--- src/smlr_pkg.sv ---
/*
  Constants for the signal monitor and level alarm register bank.
  Assumes an APB master on a 50 MHz clock and byte-wide registers in word slots.
*/
// Operation
// - 13-bit lower threshold over two registers
// - 16-bit dwell time over two bytes
// - Monitor control bit enables peak detector
// - 24-bit period, low byte resets 0x80
// - Period counted in decimated output cycles
// - Update bit latches results, self clears
// - Selection bit picks peak detector, resets 0x01
// - Peak magnitude in result bits 19:7
// - 20-bit result over three read-only bytes
// - 8-bit period count refreshed on update
// - Oscillator soft reset bit holds tuning oscillators
// - 13-bit upper threshold over two registers
`default_nettype none
package smlr_pkg;
  localparam logic [11:0] OFF_UP_LO = 12'h247 << 2;
  localparam logic [11:0] OFF_UP_HI = 12'h248 << 2;
  localparam logic [11:0] OFF_LOW_LO = 12'h249 << 2;
  localparam logic [11:0] OFF_LOW_HI = 12'h24A << 2;
  localparam logic [11:0] OFF_DW_LO = 12'h24B << 2;
  localparam logic [11:0] OFF_DW_HI = 12'h24C << 2;
  localparam logic [11:0] OFF_SYNC = 12'h26F << 2;
  localparam logic [11:0] OFF_MCTL = 12'h270 << 2;
  localparam logic [11:0] OFF_PER0 = 12'h271 << 2;
  localparam logic [11:0] OFF_PER1 = 12'h272 << 2;
  localparam logic [11:0] OFF_PER2 = 12'h273 << 2;
  localparam logic [11:0] OFF_RCTL = 12'h274 << 2;
  localparam logic [11:0] OFF_RES0 = 12'h275 << 2;
  localparam logic [11:0] OFF_RES1 = 12'h276 << 2;
  localparam logic [11:0] OFF_RES2 = 12'h277 << 2;
  localparam logic [11:0] OFF_PCNT = 12'h278 << 2;
  localparam logic [11:0] OFF_DSYNC = 12'h300 << 2;
  localparam logic [7:0] RST_PER0 = 8'h80;
  localparam logic [7:0] RST_RCTL = 8'h01;
  localparam int BIT_PEAK_EN = 1;
  localparam int BIT_UPDATE = 4;
  localparam int BIT_RSEL = 0;
  localparam int BIT_OSC_RST = 4;
  localparam int RES_PEAK_LSB = 7;
endpackage
`default_nettype wire

--- src/smlr_regs.sv ---
/*
  Signal monitor and level alarm register bank with an APB slave and peak detector.
  Assumes samples and the decimated output clock enable are on clk; zero wait APB.
*/
`timescale 1ns/100ps
`default_nettype none
module smlr_regs #(
  parameter int SAMPLE_W = 13
) (
  input wire logic clk,
  input wire logic rst,
  input wire logic psel,
  input wire logic penable,
  input wire logic pwrite,
  input wire logic [11:0] paddr,
  input wire logic [31:0] pwdata,
  output logic [31:0] prdata,
  output logic pready,
  output logic pslverr,
  input wire logic dec_clk_en,
  input wire logic [SAMPLE_W-1:0] sample_mag,
  output logic [12:0] level_upper_threshold,
  output logic [12:0] level_lower_threshold,
  output logic [15:0] level_dwell,
  output logic [1:0] monitor_sync_mode,
  output logic [1:0] dc_sync_mode,
  output logic tuning_oscillator_reset
);
  // Field sizes of the byte registers and the monitor fields
  localparam int BYTE_W = 8;
  localparam int MAG_W = 13;
  localparam int RES_W = 20;
  localparam int PER_W = 24;
  localparam logic [PER_W-1:0] PER_STEP = 24'h000001;

  // Writable bit masks; spare bits are dropped on write so they always read zero
  localparam logic [7:0] MASK_HI5 = 8'h1F;
  localparam logic [7:0] MASK_SYNC = 8'h03;
  localparam logic [7:0] MASK_MCTL = 8'h02;
  localparam logic [7:0] MASK_RCTL = 8'h01;
  localparam logic [7:0] MASK_DSYNC = 8'h13;

  // Elaboration checks: the result layout only serves a 13-bit magnitude
  if (SAMPLE_W != MAG_W)
  begin
    $error("SAMPLE_W must be 13");
  end
  if (smlr_pkg::RES_PEAK_LSB + MAG_W != RES_W)
  begin
    $error("Peak field must end at the top result bit");
  end
  if (smlr_pkg::BIT_PEAK_EN >= BYTE_W || smlr_pkg::BIT_UPDATE >= BYTE_W)
  begin
    $error("Monitor control bits must lie inside a byte");
  end
  if (smlr_pkg::BIT_RSEL >= BYTE_W || smlr_pkg::BIT_OSC_RST >= BYTE_W)
  begin
    $error("Result and oscillator bits must lie inside a byte");
  end
  if (3 * BYTE_W != PER_W)
  begin
    $error("Period must fill its three byte registers");
  end
  if (RES_W > 3 * BYTE_W)
  begin
    $error("Result must fit its three byte registers");
  end

  // Word compare shared by every register select
  function automatic logic addr_is(input logic [11:0] addr, input logic [11:0] off);
    return addr == off;
  endfunction

  // Keeps the writable bits of a written byte
  function automatic logic [7:0] keep_bits(input logic [7:0] value, input logic [7:0] mask);
    return value & mask;
  endfunction

  // Counter step; shared by the period end test and the count itself
  function automatic logic [PER_W-1:0] step(input logic [PER_W-1:0] count);
    return count + PER_STEP;
  endfunction

  logic [7:0] up_lo, up_hi, low_lo, low_hi, dw_lo, dw_hi, sync_c, mctl;
  logic [7:0] per0, per1, per2, rctl, dsync;
  logic [19:0] result;
  logic [7:0] pcount;
  logic [23:0] per_cnt;
  logic [12:0] peak;
  logic [7:0] period_num;

  // Level alarm selects
  wire sel_up_lo = addr_is(paddr, smlr_pkg::OFF_UP_LO);
  wire sel_up_hi = addr_is(paddr, smlr_pkg::OFF_UP_HI);
  wire sel_low_lo = addr_is(paddr, smlr_pkg::OFF_LOW_LO);
  wire sel_low_hi = addr_is(paddr, smlr_pkg::OFF_LOW_HI);
  wire sel_dw_lo = addr_is(paddr, smlr_pkg::OFF_DW_LO);
  wire sel_dw_hi = addr_is(paddr, smlr_pkg::OFF_DW_HI);
  // Monitor setup selects
  wire sel_sync = addr_is(paddr, smlr_pkg::OFF_SYNC);
  wire sel_mctl = addr_is(paddr, smlr_pkg::OFF_MCTL);
  wire sel_per0 = addr_is(paddr, smlr_pkg::OFF_PER0);
  wire sel_per1 = addr_is(paddr, smlr_pkg::OFF_PER1);
  wire sel_per2 = addr_is(paddr, smlr_pkg::OFF_PER2);
  wire sel_rctl = addr_is(paddr, smlr_pkg::OFF_RCTL);
  // Monitor result selects; these words are read only
  wire sel_res0 = addr_is(paddr, smlr_pkg::OFF_RES0);
  wire sel_res1 = addr_is(paddr, smlr_pkg::OFF_RES1);
  wire sel_res2 = addr_is(paddr, smlr_pkg::OFF_RES2);
  wire sel_pcnt = addr_is(paddr, smlr_pkg::OFF_PCNT);
  // Downconverter select
  wire sel_dsync = addr_is(paddr, smlr_pkg::OFF_DSYNC);
  // Whole words only are decoded, so low address bits never alias a register
  wire hit = sel_up_lo || sel_up_hi || sel_low_lo || sel_low_hi || sel_dw_lo || sel_dw_hi ||
    sel_sync || sel_mctl || sel_per0 || sel_per1 || sel_per2 || sel_rctl ||
    sel_res0 || sel_res1 || sel_res2 || sel_pcnt || sel_dsync;

  // Write decode in the access phase, read decode in the setup phase; pready is high from the first edge out of reset so every access completes at once
  wire wr = psel && penable && pwrite;
  wire rd_en = psel && !penable && !pwrite;
  wire [7:0] wd = pwdata[7:0];
  wire update = wr && sel_rctl && wd[smlr_pkg::BIT_UPDATE];
  wire peak_en = mctl[smlr_pkg::BIT_PEAK_EN];
  wire [PER_W-1:0] period = {per2, per1, per0};
  // Period 0 behaves as 1, so the counter can never run past its end
  wire period_end = dec_clk_en && (step(per_cnt) >= period);
  // Result from the peak; bits below the magnitude are zero
  wire [RES_W-1:0] next_result = rctl[smlr_pkg::BIT_RSEL] ?
    {peak, {smlr_pkg::RES_PEAK_LSB{1'b0}}} : {RES_W{1'b0}};

  // Read mux; unmapped words read zero
  logic [7:0] rbyte;
  always_comb
  begin
    rbyte = 8'h00;
    unique case (paddr)
      smlr_pkg::OFF_UP_LO: rbyte = up_lo;
      smlr_pkg::OFF_UP_HI: rbyte = {3'h0, up_hi[4:0]};
      smlr_pkg::OFF_LOW_LO: rbyte = low_lo;
      smlr_pkg::OFF_LOW_HI: rbyte = {3'h0, low_hi[4:0]};
      smlr_pkg::OFF_DW_LO: rbyte = dw_lo;
      smlr_pkg::OFF_DW_HI: rbyte = dw_hi;
      smlr_pkg::OFF_SYNC: rbyte = sync_c;
      smlr_pkg::OFF_MCTL: rbyte = mctl;
      smlr_pkg::OFF_PER0: rbyte = per0;
      smlr_pkg::OFF_PER1: rbyte = per1;
      smlr_pkg::OFF_PER2: rbyte = per2;
      smlr_pkg::OFF_RCTL: rbyte = rctl;
      smlr_pkg::OFF_RES0: rbyte = result[7:0];
      smlr_pkg::OFF_RES1: rbyte = result[15:8];
      smlr_pkg::OFF_RES2: rbyte = {4'h0, result[19:16]};
      smlr_pkg::OFF_PCNT: rbyte = pcount;
      smlr_pkg::OFF_DSYNC: rbyte = dsync;
      default: rbyte = 8'h00;
    endcase
  end

  // Bus answer registered in the setup cycle so it is valid in the access phase
  always_ff @(posedge clk)
  begin
    if (rst)
    begin
      pready <= 1'b0;
      pslverr <= 1'b0;
    end
    else
    begin
      pready <= 1'b1;
      pslverr <= psel && !penable && !hit;
    end
  end

  // Read data holds until the next read setup, so a slow master still sees it
  always_ff @(posedge clk)
  begin
    if (rst)
      prdata <= 32'h00000000;
    else if (rd_en)
      prdata <= {24'h000000, rbyte};
  end

  // Level alarm thresholds; the high bytes keep five bits, the three above read zero
  always_ff @(posedge clk)
  begin
    if (rst)
    begin
      up_lo <= 8'h00;
      up_hi <= 8'h00;
      low_lo <= 8'h00;
      low_hi <= 8'h00;
    end
    else if (wr)
    begin
      if (sel_up_lo)
        up_lo <= wd;
      if (sel_up_hi)
        up_hi <= keep_bits(wd, MASK_HI5);
      if (sel_low_lo)
        low_lo <= wd;
      if (sel_low_hi)
        low_hi <= keep_bits(wd, MASK_HI5);
    end
  end

  // Level alarm dwell time, low byte first
  always_ff @(posedge clk)
  begin
    if (rst)
    begin
      dw_lo <= 8'h00;
      dw_hi <= 8'h00;
    end
    else if (wr)
    begin
      if (sel_dw_lo)
        dw_lo <= wd;
      if (sel_dw_hi)
        dw_hi <= wd;
    end
  end

  // Monitor setup: sync mode, enable, period and result control
  always_ff @(posedge clk)
  begin
    if (rst)
    begin
      sync_c <= 8'h00;
      mctl <= 8'h00;
      per0 <= smlr_pkg::RST_PER0;
      per1 <= 8'h00;
      per2 <= 8'h00;
      rctl <= smlr_pkg::RST_RCTL;
    end
    else if (wr)
    begin
      if (sel_sync)
        sync_c <= keep_bits(wd, MASK_SYNC);
      if (sel_mctl)
        mctl <= keep_bits(wd, MASK_MCTL);
      if (sel_per0)
        per0 <= wd;
      if (sel_per1)
        per1 <= wd;
      if (sel_per2)
        per2 <= wd;
      // Update bit is never stored, so it reads back cleared
      if (sel_rctl)
        rctl <= keep_bits(wd, MASK_RCTL);
    end
  end

  // Downconverter sync control; only the mode and soft reset bits are kept
  always_ff @(posedge clk)
  begin
    if (rst)
    begin
      dsync <= 8'h00;
    end
    else if (wr)
    begin
      if (sel_dsync)
        dsync <= keep_bits(wd, MASK_DSYNC);
    end
  end

  // Peak tracker; a sample at period end starts the new period's maximum
  always_ff @(posedge clk)
  begin
    if (rst)
    begin
      per_cnt <= 24'h000000;
      peak <= 13'h0000;
      period_num <= 8'h00;
    end
    // Disabled: clear the counter and forget the peak so a later enable starts clean
    else if (!peak_en)
    begin
      per_cnt <= 24'h000000;
      peak <= 13'h0000;
    end
    else if (dec_clk_en)
    begin
      if (period_end)
      begin
        per_cnt <= 24'h000000;
        peak <= sample_mag;
        period_num <= period_num + 8'h01;
      end
      else
      begin
        per_cnt <= step(per_cnt);
        if (sample_mag > peak) peak <= sample_mag;
      end
    end
  end

  // Snapshot on update write only
  // Software reads a coherent result because nothing else refreshes these bytes
  always_ff @(posedge clk)
  begin
    if (rst)
    begin
      result <= 20'h00000;
      pcount <= 8'h00;
    end
    else if (update)
    begin
      result <= next_result;
      pcount <= period_num;
    end
  end

  // Outputs to the level alarm and monitor logic, one cycle behind the registers
  always_ff @(posedge clk)
  begin
    if (rst)
    begin
      level_upper_threshold <= 13'h0000;
      level_lower_threshold <= 13'h0000;
      level_dwell <= 16'h0000;
      monitor_sync_mode <= 2'h0;
    end
    else
    begin
      level_upper_threshold <= {up_hi[4:0], up_lo};
      level_lower_threshold <= {low_hi[4:0], low_lo};
      level_dwell <= {dw_hi, dw_lo};
      monitor_sync_mode <= sync_c[1:0];
    end
  end

  // Outputs to the downconverter; the soft reset holds while the bit stays set
  always_ff @(posedge clk)
  begin
    if (rst)
    begin
      dc_sync_mode <= 2'h0;
      tuning_oscillator_reset <= 1'b0;
    end
    else
    begin
      dc_sync_mode <= dsync[1:0];
      tuning_oscillator_reset <= dsync[smlr_pkg::BIT_OSC_RST];
    end
  end
endmodule
`default_nettype wire

--- config.mk ---
export PLATFORM = sky130hd
export DESIGN_NAME = smlr_regs
export DESIGN_NICKNAME = d
export VERILOG_FILES = /design/src/smlr_pkg.sv /design/src/smlr_regs.sv
export SDC_FILE = /design/constraint.sdc
export NUM_CORES = 1
export LEC_CHECK = 0
export BUFFER_PORTS_ARGS = -buffer_cell sky130_fd_sc_hd__buf_2
export CAP_MARGIN = 10
export CORE_MARGIN = 2
export CORE_UTILIZATION = 35
export DETAILED_ROUTE_END_ITERATION = 6
export GPL_TIMING_DRIVEN = 1
export MAX_ROUTING_LAYER = met4
export PLACE_DENSITY = 0.57
export SYNTH_ARGS = -nofsm -noshare
export SYNTH_HDL_FRONTEND = slang
export SYNTH_SLANG_ARGS = --single-unit
--- constraint.sdc ---
create_clock -name clk -period 9.6 [get_ports clk]
set_input_delay 0.48 -clock clk [delete_from_list [all_inputs] [get_ports clk]]
set_output_delay 0.48 -clock clk [all_outputs]
set_load 0.01 [all_outputs]
## Word-level counts from Yosys, hierarchy flattened

Index checks and enable logic that the tools add are counted.

| storage, ports and cells | value |
|---|---|
| bits of input ports | 63 |
| output and inout port bits | 81 |
| word-level logic and storage cells | 99 |
| register bits | 203 |

| cells by class | value |
|---|---|
| reduce and logical (&&, ||, !) cells | 44 |
| $add $sub $neg | 2 |
| mux-type cells | 6 |
| magnitude comparators | 2 |
| bitwise gates (word level) | 1 |
| equality and inequality tests | 17 |

Operators by type and width:

| operator | count |
|---|---|
| $eq 12x12->1 const B | 17 |
| $pmux 8 s17 | 1 |
| $reduce_and 2->1 | 14 |
| $mux 13 | 2 |
| $add 24x1->24 const B | 1 |
| $ge 24x24->1 | 1 |
| $mux 24 | 1 |
| $mux 20 | 1 |
| $logic_or 1x1->1 | 16 |
| $gt 13x13->1 | 1 |
| $add 8x1->8 const B | 1 |
| $logic_and 1x1->1 | 8 |
| $logic_not 1->1 | 3 |
| $reduce_and 3->1 | 1 |
| $reduce_bool 2->1 | 1 |
| $reduce_or 2->1 | 1 |
| $mux 1 | 1 |
| $not 1->1 | 1 |

## Logic depth before layout (Yosys ltp)

Gate-level depths: netlist of the first run.

| logic depth | value |
|---|---|
| depth in word-level cells | 19 |
| gate-level depth with buffers | 16 |
| mapped depth without buffers | 13 |

## Worst setup path before layout of the first run

Ideal clock, no wire load.

| timing path | value |
|---|---|
| path type | flip-flop to flip-flop |
| start | reg per_cnt[5] |
| end | reg peak[12] |
| period minus slack after synthesis | 3732 ps |
| data arrival time | 3601 ps |
| setup slack | 5868 ps |
| setup time | 131 ps |
| stages on the path, launching flop included | 14 |
| buffers on the path | 1 |
| data required time | 9469 ps |
| path through | dfxtp_1 -> nand3_2 -> or4_4 -> nor3_1 -> and4_1 -> xor2_1 -> ha_1 -> a21oi_1 -> nand2_1 -> a221oi_1 -> o21ai_0 -> o31ai_1 -> clkbuf_1 -> o21ai_0 |

| between the ends | value |
|---|---|
| cells in the longest elaborated chain, start to end | 5 |
| elaborated cells between the ends (all ways) | 6 |
| those cells by class | add/sub: 1; order compare: 1; mux: 1; reduce/logical: 3 |

RTL lines:

| item | RTL line | source |
|---|---|---|
| start: declaration | smlr_regs.sv:88 | `logic [23:0] per_cnt;` |
| start signal: assignment | smlr_regs.sv:291 | `per_cnt <= step(per_cnt);` |
| $add 24x1->24 * | smlr_regs.sv:81 | `return count + PER_STEP;` |
| $ge 24x24->1 * | smlr_regs.sv:126 | `wire period_end = dec_clk_en && (step(per_cnt) >= period);` |
| $logic_and 1x1->1 * | smlr_regs.sv:126 |  |
| $reduce_bool 2->1 (no line) | -- |  |
| $reduce_and 2->1 (no line) | -- |  |
| end signal: assignment | smlr_regs.sv:286 | `peak <= sample_mag;` |
| end signal: assignment | smlr_regs.sv:292 | `if (sample_mag > peak) peak <= sample_mag;` |
| end: declaration | smlr_regs.sv:89 | `logic [12:0] peak;` |

Every way passes the cells marked *; elsewhere a longest branch is shown, timed or not.
A chain may end at the register's enable or synchronous reset.

## Worst setup path after layout of the first run

| timing path | value |
|---|---|
| start | reg per_cnt[0] |
| end | reg per_cnt[9] |

| between the ends | value |
|---|---|
| cells in the longest elaborated chain, start to end | 4 |

RTL lines:

| item | RTL line | source |
|---|---|---|
| $add 24x1->24 * | smlr_regs.sv:81 |  |
| $ge 24x24->1 | smlr_regs.sv:126 |  |
| $logic_and 1x1->1 | smlr_regs.sv:126 |  |
| $mux 24 * | smlr_regs.sv:283 | `if (period_end)` |

Marked as above.

==> flow_summary.toml, run 1 <==
[outcome]
status = "finished clean"

[timing]
period_share_pct = 47.5
setup_tns_ps = 0
finalHoldViolations = 0
period_minus_slack_ps = 4560
whs_ps = 302
slew_headroom_pct = 23.1
tightest_slew_ps = 1150
drv_slew = 0
setup_viol = 0
worst_slack_ps = 5040
rsz0062_at_grt = "false"
max_freq_mhz = 219
skew_ps = 11.1

[die]
die_height_um = 169
start_util_pct = 35.5
core_area_mm2 = 0.0269
row_count = 60
io_pins = 144
die_w_um = 169
dieArea_mm2 = 0.0286

[logic_synthesis]
seq_area_frac_synth_pct = 41.1
synth-edff-count = 0
ys_ff_latch = 196
synth-async-reset-ratio_pct = 0
synth_flop_cell = "dfxtp_1"
synth_cells = 1092
syn_avg_cell_area_um2 = 8.74
syn_area_mm2 = 0.00954
ys_types = 64
synth_warnings = 0

[clocking]
cts.clk_slew.worst_paths_ps = 70
root_buffer = "clkbuf_16"
h-tree-depth = 4
tritoncts = "built"
clock-sinks = 196
cts_hold_buffers = 0
cts_buffers = 17
post_cts_buffers = 0
clk_latency_ps = 430
cts_resized = 0
cts_max_path_buffers = 2

[routing]
drc = 0
ant_nets = 0
postRouteWirelength_um = 26400
dr_wl_met3_um = 707
wl_met2_um = 12500
vias = 7773
top_layer = "met4"
routedWlPerCell_um = 17.6
viasPerCell = 5.17
met1_length_um = 12300
dr.first_iter.drc_count = 536
drtPass1Iterations = 5

[setup_path]
critPathKind = "flip-flop to flip-flop"
end_kind = "flip-flop"
critPathMaxFanout = 12
cp.arrival_ps = 4900
cp.required_ps = 9940
critPathLaunchType = "flip-flop"

[layout]
syn2layout_area_growth_pct = 12.5
final_common_cell = "dfxtp_1"
nNetsFinal = 1253
most-common-layout-cells = "dfxtp_1, nand2_1, nor2_1"
antenna_cells = 0
drive_above_1_share_pct = 13.2

[worst_hold_path]
hold_path_class = "input pin to flip-flop"

[run]
maxCapViolations = 0

[grt]
grt_pass1_wl_um = 40900
grt_pass1_vias = 7163
grt_max_degree = 92
grt-ovfl-total = 0
grtUsageTotal_pct = 19.1
antenna_found_initial = 0

[pwr]
vdd_drop_max_v = 0.000117
p_leak_nw = 4.06
power_density_mw_per_mm2 = 150

[placement]
post-dp-hpwl_um = 19200
numPortBuffers = 95
preCtsSetupSlack_ps = 5030
place_congestion = 0.934
[Yosys cell counts, drive strengths merged (3+ instances only)]
master,number,area (µm²)
dfxtp,196,3920
nand2b,19,119
nor4,10,138
or3,6,37.5
or4,4,33.8
mux2i,75,751
nand3b,10,75.1
o32ai,3,26.3
a21oi,63,315
buf,33,225
a31oi,11,68.8
nor3,18,111
and2,7,43.8
nand3,65,335
a22o,7,61.3
xnor2,13,114
nand4b,6,52.6
nand2,99,372
nor2,97,364
o221a,3,33.8
o211ai,5,37.5
and3,9,60.1
a221oi,8,70.1
or4b,3,30.0
inv,43,161
ha,39,488
o21ai,46,230
xor2,15,131
a22oi,15,113
o22ai,4,25.0
a32o,4,40.0
o31ai,7,52.6
nor3b,6,45.0
clkbuf,51,211
a32oi,6,52.6
nand4,11,68.8
nor2b,52,325
[worst paths after layout]
| path | startpoint | end | slack (ps) | depth (start not counted) |
|---|---|---|---|---|
| setup / recovery | per_cnt[0] | per_cnt[9] | 5040 | 14 |
| hold / removal | sample_mag[6] | peak[6] | 300 | 3 |
| setup reg to reg | per_cnt[0] | per_cnt[9] | 5040 | 14 |
| hold reg to reg | result[7] | result[7] | 460 | 2 |
[stage by stage]
step	cell area [µm²]	instances	power (mW)	util [%]
final	10700	1504	1.61	39.9
after global routing	10700	1504	1.66	39.9
after CTS	10700	1504	1.63	39.9
after detailed placement	10100	1473	0.907	37.7
after global placement	10100	1473	0.907	37.7
after floorplan	9630	1115	0.885	-
[layout make-up]
class,instances,area [µm²]
multi-input combinational,790,5090
sequential,196,3920
inverter,43,161
clock buffer,19,443
clock inverter,12,148
timing repair buffer,103,538
fill,2691,16100
tap,341,427
[worst max-delay path, cell delays in order, from the launching register on]
cell and delay (ps):
dfxtp_1 450, ha_1 300, nand2_1 200, nor4_1 640, nand3_1 250, xnor2_1 270
ha_1 270, nand2_1 70, nor4_1 80, a221oi_1 350, o21ai_0 140, buf_4 200
nor3b_1 920, nand3b_1 140, a21oi_1 190
[routing by layer]
layer	global-route usage, %	up-vias
li1	-	3907
met1	23.6	3636
met2	31.3	177
met3	2.41	53
met4	8.32	0
met5	-	-
[cell families after synthesis]
group | after synthesis | share of synthesized area (%)
adder cells (fa/ha/maj) | 39 | 5.12
multiplexers | 75 | 7.87
other | 1 | 0.0393
AO/OA/AOI/OAI | 191 | 12.6
AND/OR/NAND/NOR | 433 | 24.2
XOR/XNOR | 28 | 2.57
buffers and inverters | 129 | 6.51
flip-flops | 196 | 41.1
[where the power goes]
part | switching, mW | internal (mW)
clock network | 0.329 | 0.396
logic | 0.0555 | 0.0189
registers | 0.000598 | 0.813
total | 0.386 | 1.23
[state kept, by name, indices dropped and copies added (netlist names), 13 cells and up]
name,count
peak,13
level_upper_threshold,13
level_lower_threshold,13
per_cnt,24
result,13
level_dwell,16
No activity file was read; power rests on OpenSTA's default activity.
==> inputs of run 2 (changes only) <==
- clock period: 9.6 -> 4.79 ns (I/O delays scaled with it)
==> flow_summary.toml, run 2 (synthesis results as in run 1) <==
[pwr]
p_int_mw = 2.41
p_comb_share_pct = 4.6
power_frac_clock_pct = 44.6
p_switching_uw = 797
power_density_mw_per_mm2 = 298
vdd_drop_max_v = 0.000322
seq_power_share_pct = 50.8
finalPower_mw = 3.21
p_leak_nw = 4.08
swShare_pct = 24.8

[setup_path]
crit_chain = "nand3_2 -> or4_4 -> nor3_1 -> and4_1 -> xor2_1 -> ha_1 -> a21oi_1 -> nand2_1 -> a221oi_1 -> o21ai_0 -> or2_0 -> or4b_1 -> a31oi_1"
path_delay_family = "simple AND/OR/NAND/NOR gates"
critPathMaxFanout = 8
r2r_start = "per_cnt[5]"
cp.arrival_ps = 4490
critical_path.max_stage_delay_ps = 600
crit_slowest_cell = "or4_4"
cp.required_ps = 5130
r2r_setup_slack_ps = 640
end_kind = "flip-flop"
worst-path-buf-inv = 0
timing.rr.end = "per_cnt[21]"
critPathKind = "flip-flop to flip-flop"
critPathLaunchType = "flip-flop"
rr_worst_depth = 13

[die]
io_pins = 144
die_w_um = 169
core_area_mm2 = 0.0269
row_count = 60
dieArea_mm2 = 0.0286
die_height_um = 169
start_util_pct = 35.5

[routing]
routedWlPerCell_um = 17.4
drc = 0
vias = 7800
postRouteWirelength_um = 26300
dr.first_iter.drc_count = 520
ant_nets = 0
drtPass1Iterations = 5
viasPerCell = 5.17

[layout]
antenna_cells = 0
largest_reg_flops = 24
final_common_cell = "dfxtp_1"
nNetsFinal = 1257
final_area_mm2 = 0.0108
regMostFlops = "per_cnt"
most-common-layout-cells = "dfxtp_1, nand2_1, nor2_1"
final_util_pct = 40.0
top_regs = "per_cnt: 24 flops, level_dwell: 16 flops"
drive_above_1_share_pct = 13.6
syn2layout_area_growth_pct = 12.8

[timing]
rsz0062_at_grt = "false"
slew_headroom_pct = 37.5
finalHoldViolations = 0
tightest_slew_ps = 936
worst_slack_ps = 640
setup_tns_ps = 0
drv_slew = 0
period_minus_slack_ps = 4150
period_share_pct = 86.6
max_freq_mhz = 241
setup_viol = 0
skew_ps = 12.7

[worst_hold_path]
min-delay-start = "sample_mag[3]"
hold_path_depth = 3
hold_path_class = "input pin to flip-flop"
min_to = "peak[3]"

[placement]
place_area_mm2 = 0.0102
numPortBuffers = 95
place_congestion = 0.923
preCtsSetupSlack_ps = 632
post-dp-hpwl_um = 19500

[grt]
grt_pass1_vias = 7282
grtUsageTotal_pct = 19.1
antenna_found_initial = 0
grt_max_degree = 78
grt_pass1_wl_um = 41100
grt-ovfl-total = 0

[clocking]
clock-sinks = 196
tritoncts = "built"
cts_resized = 0
clk_latency_ps = 430
cts.clk_slew.worst_paths_ps = 80
root_buffer = "clkbuf_16"
cts_buffers = 17
h-tree-depth = 4
cts_hold_buffers = 0
cts_max_path_buffers = 2
post_cts_buffers = 0

[run]
maxCapViolations = 0

[outcome]
status = "finished clean"
run 2: stage by stage:
step / instances / hold slack [ps]
finish: 1509 / 55.1
global route: 1509 / 51.1
CTS: 1509 / 45.0
detailed placement: 1477 / 449
global placement: 1477 / 446
floorplan: 1115 / 372
run 2: power groups by stage:
stage          clock network (mW)  registers, mW  logic (mW)
2_1_floorplan                   0           1.67       0.104
3_3_place_gp                    0           1.67       0.148
3_5_place_dp                    0           1.67       0.148
4_1_cts                      1.46           1.63       0.148
5_1_grt                      1.53           1.63       0.161
6_report                     1.43           1.63       0.148
run 2: cell type report:
class                      instances  area [µm²]
fill                            2728       16100
clock inverter                    14         164
multi-input combinational        790        5090
clock buffer                      18         429
sequential                       196        3920
inverter                          43         161
tap                              341         427
timing repair buffer             107         568
run 2: layer usage:
layer	wire length [µm]	vias to the layer above	global-route usage, %
li1	-	3916	-
met1	11800	3694	23.3
met2	12900	159	31.8
met3	821	31	3.13
met4	767	0	6.99
met5	0	-	-
run 2: worst min-delay path, stage by stage:
cell and delay (ps):
buf_2 110, nand2_1 40, o21ai_0 60
run 2: worst max-delay path by stage:
stage | from | to | slack (ps) | cells past startpoint
after floorplan | per_cnt[5] | peak[12] | 1060 | 13
after global placement | per_cnt[5] | per_cnt[21] | 660 | 13
after detailed placement | per_cnt[5] | per_cnt[21] | 630 | 13
after CTS | per_cnt[5] | per_cnt[21] | 610 | 13
after global routing | per_cnt[5] | per_cnt[22] | 240 | 14
final | per_cnt[5] | per_cnt[21] | 640 | 13
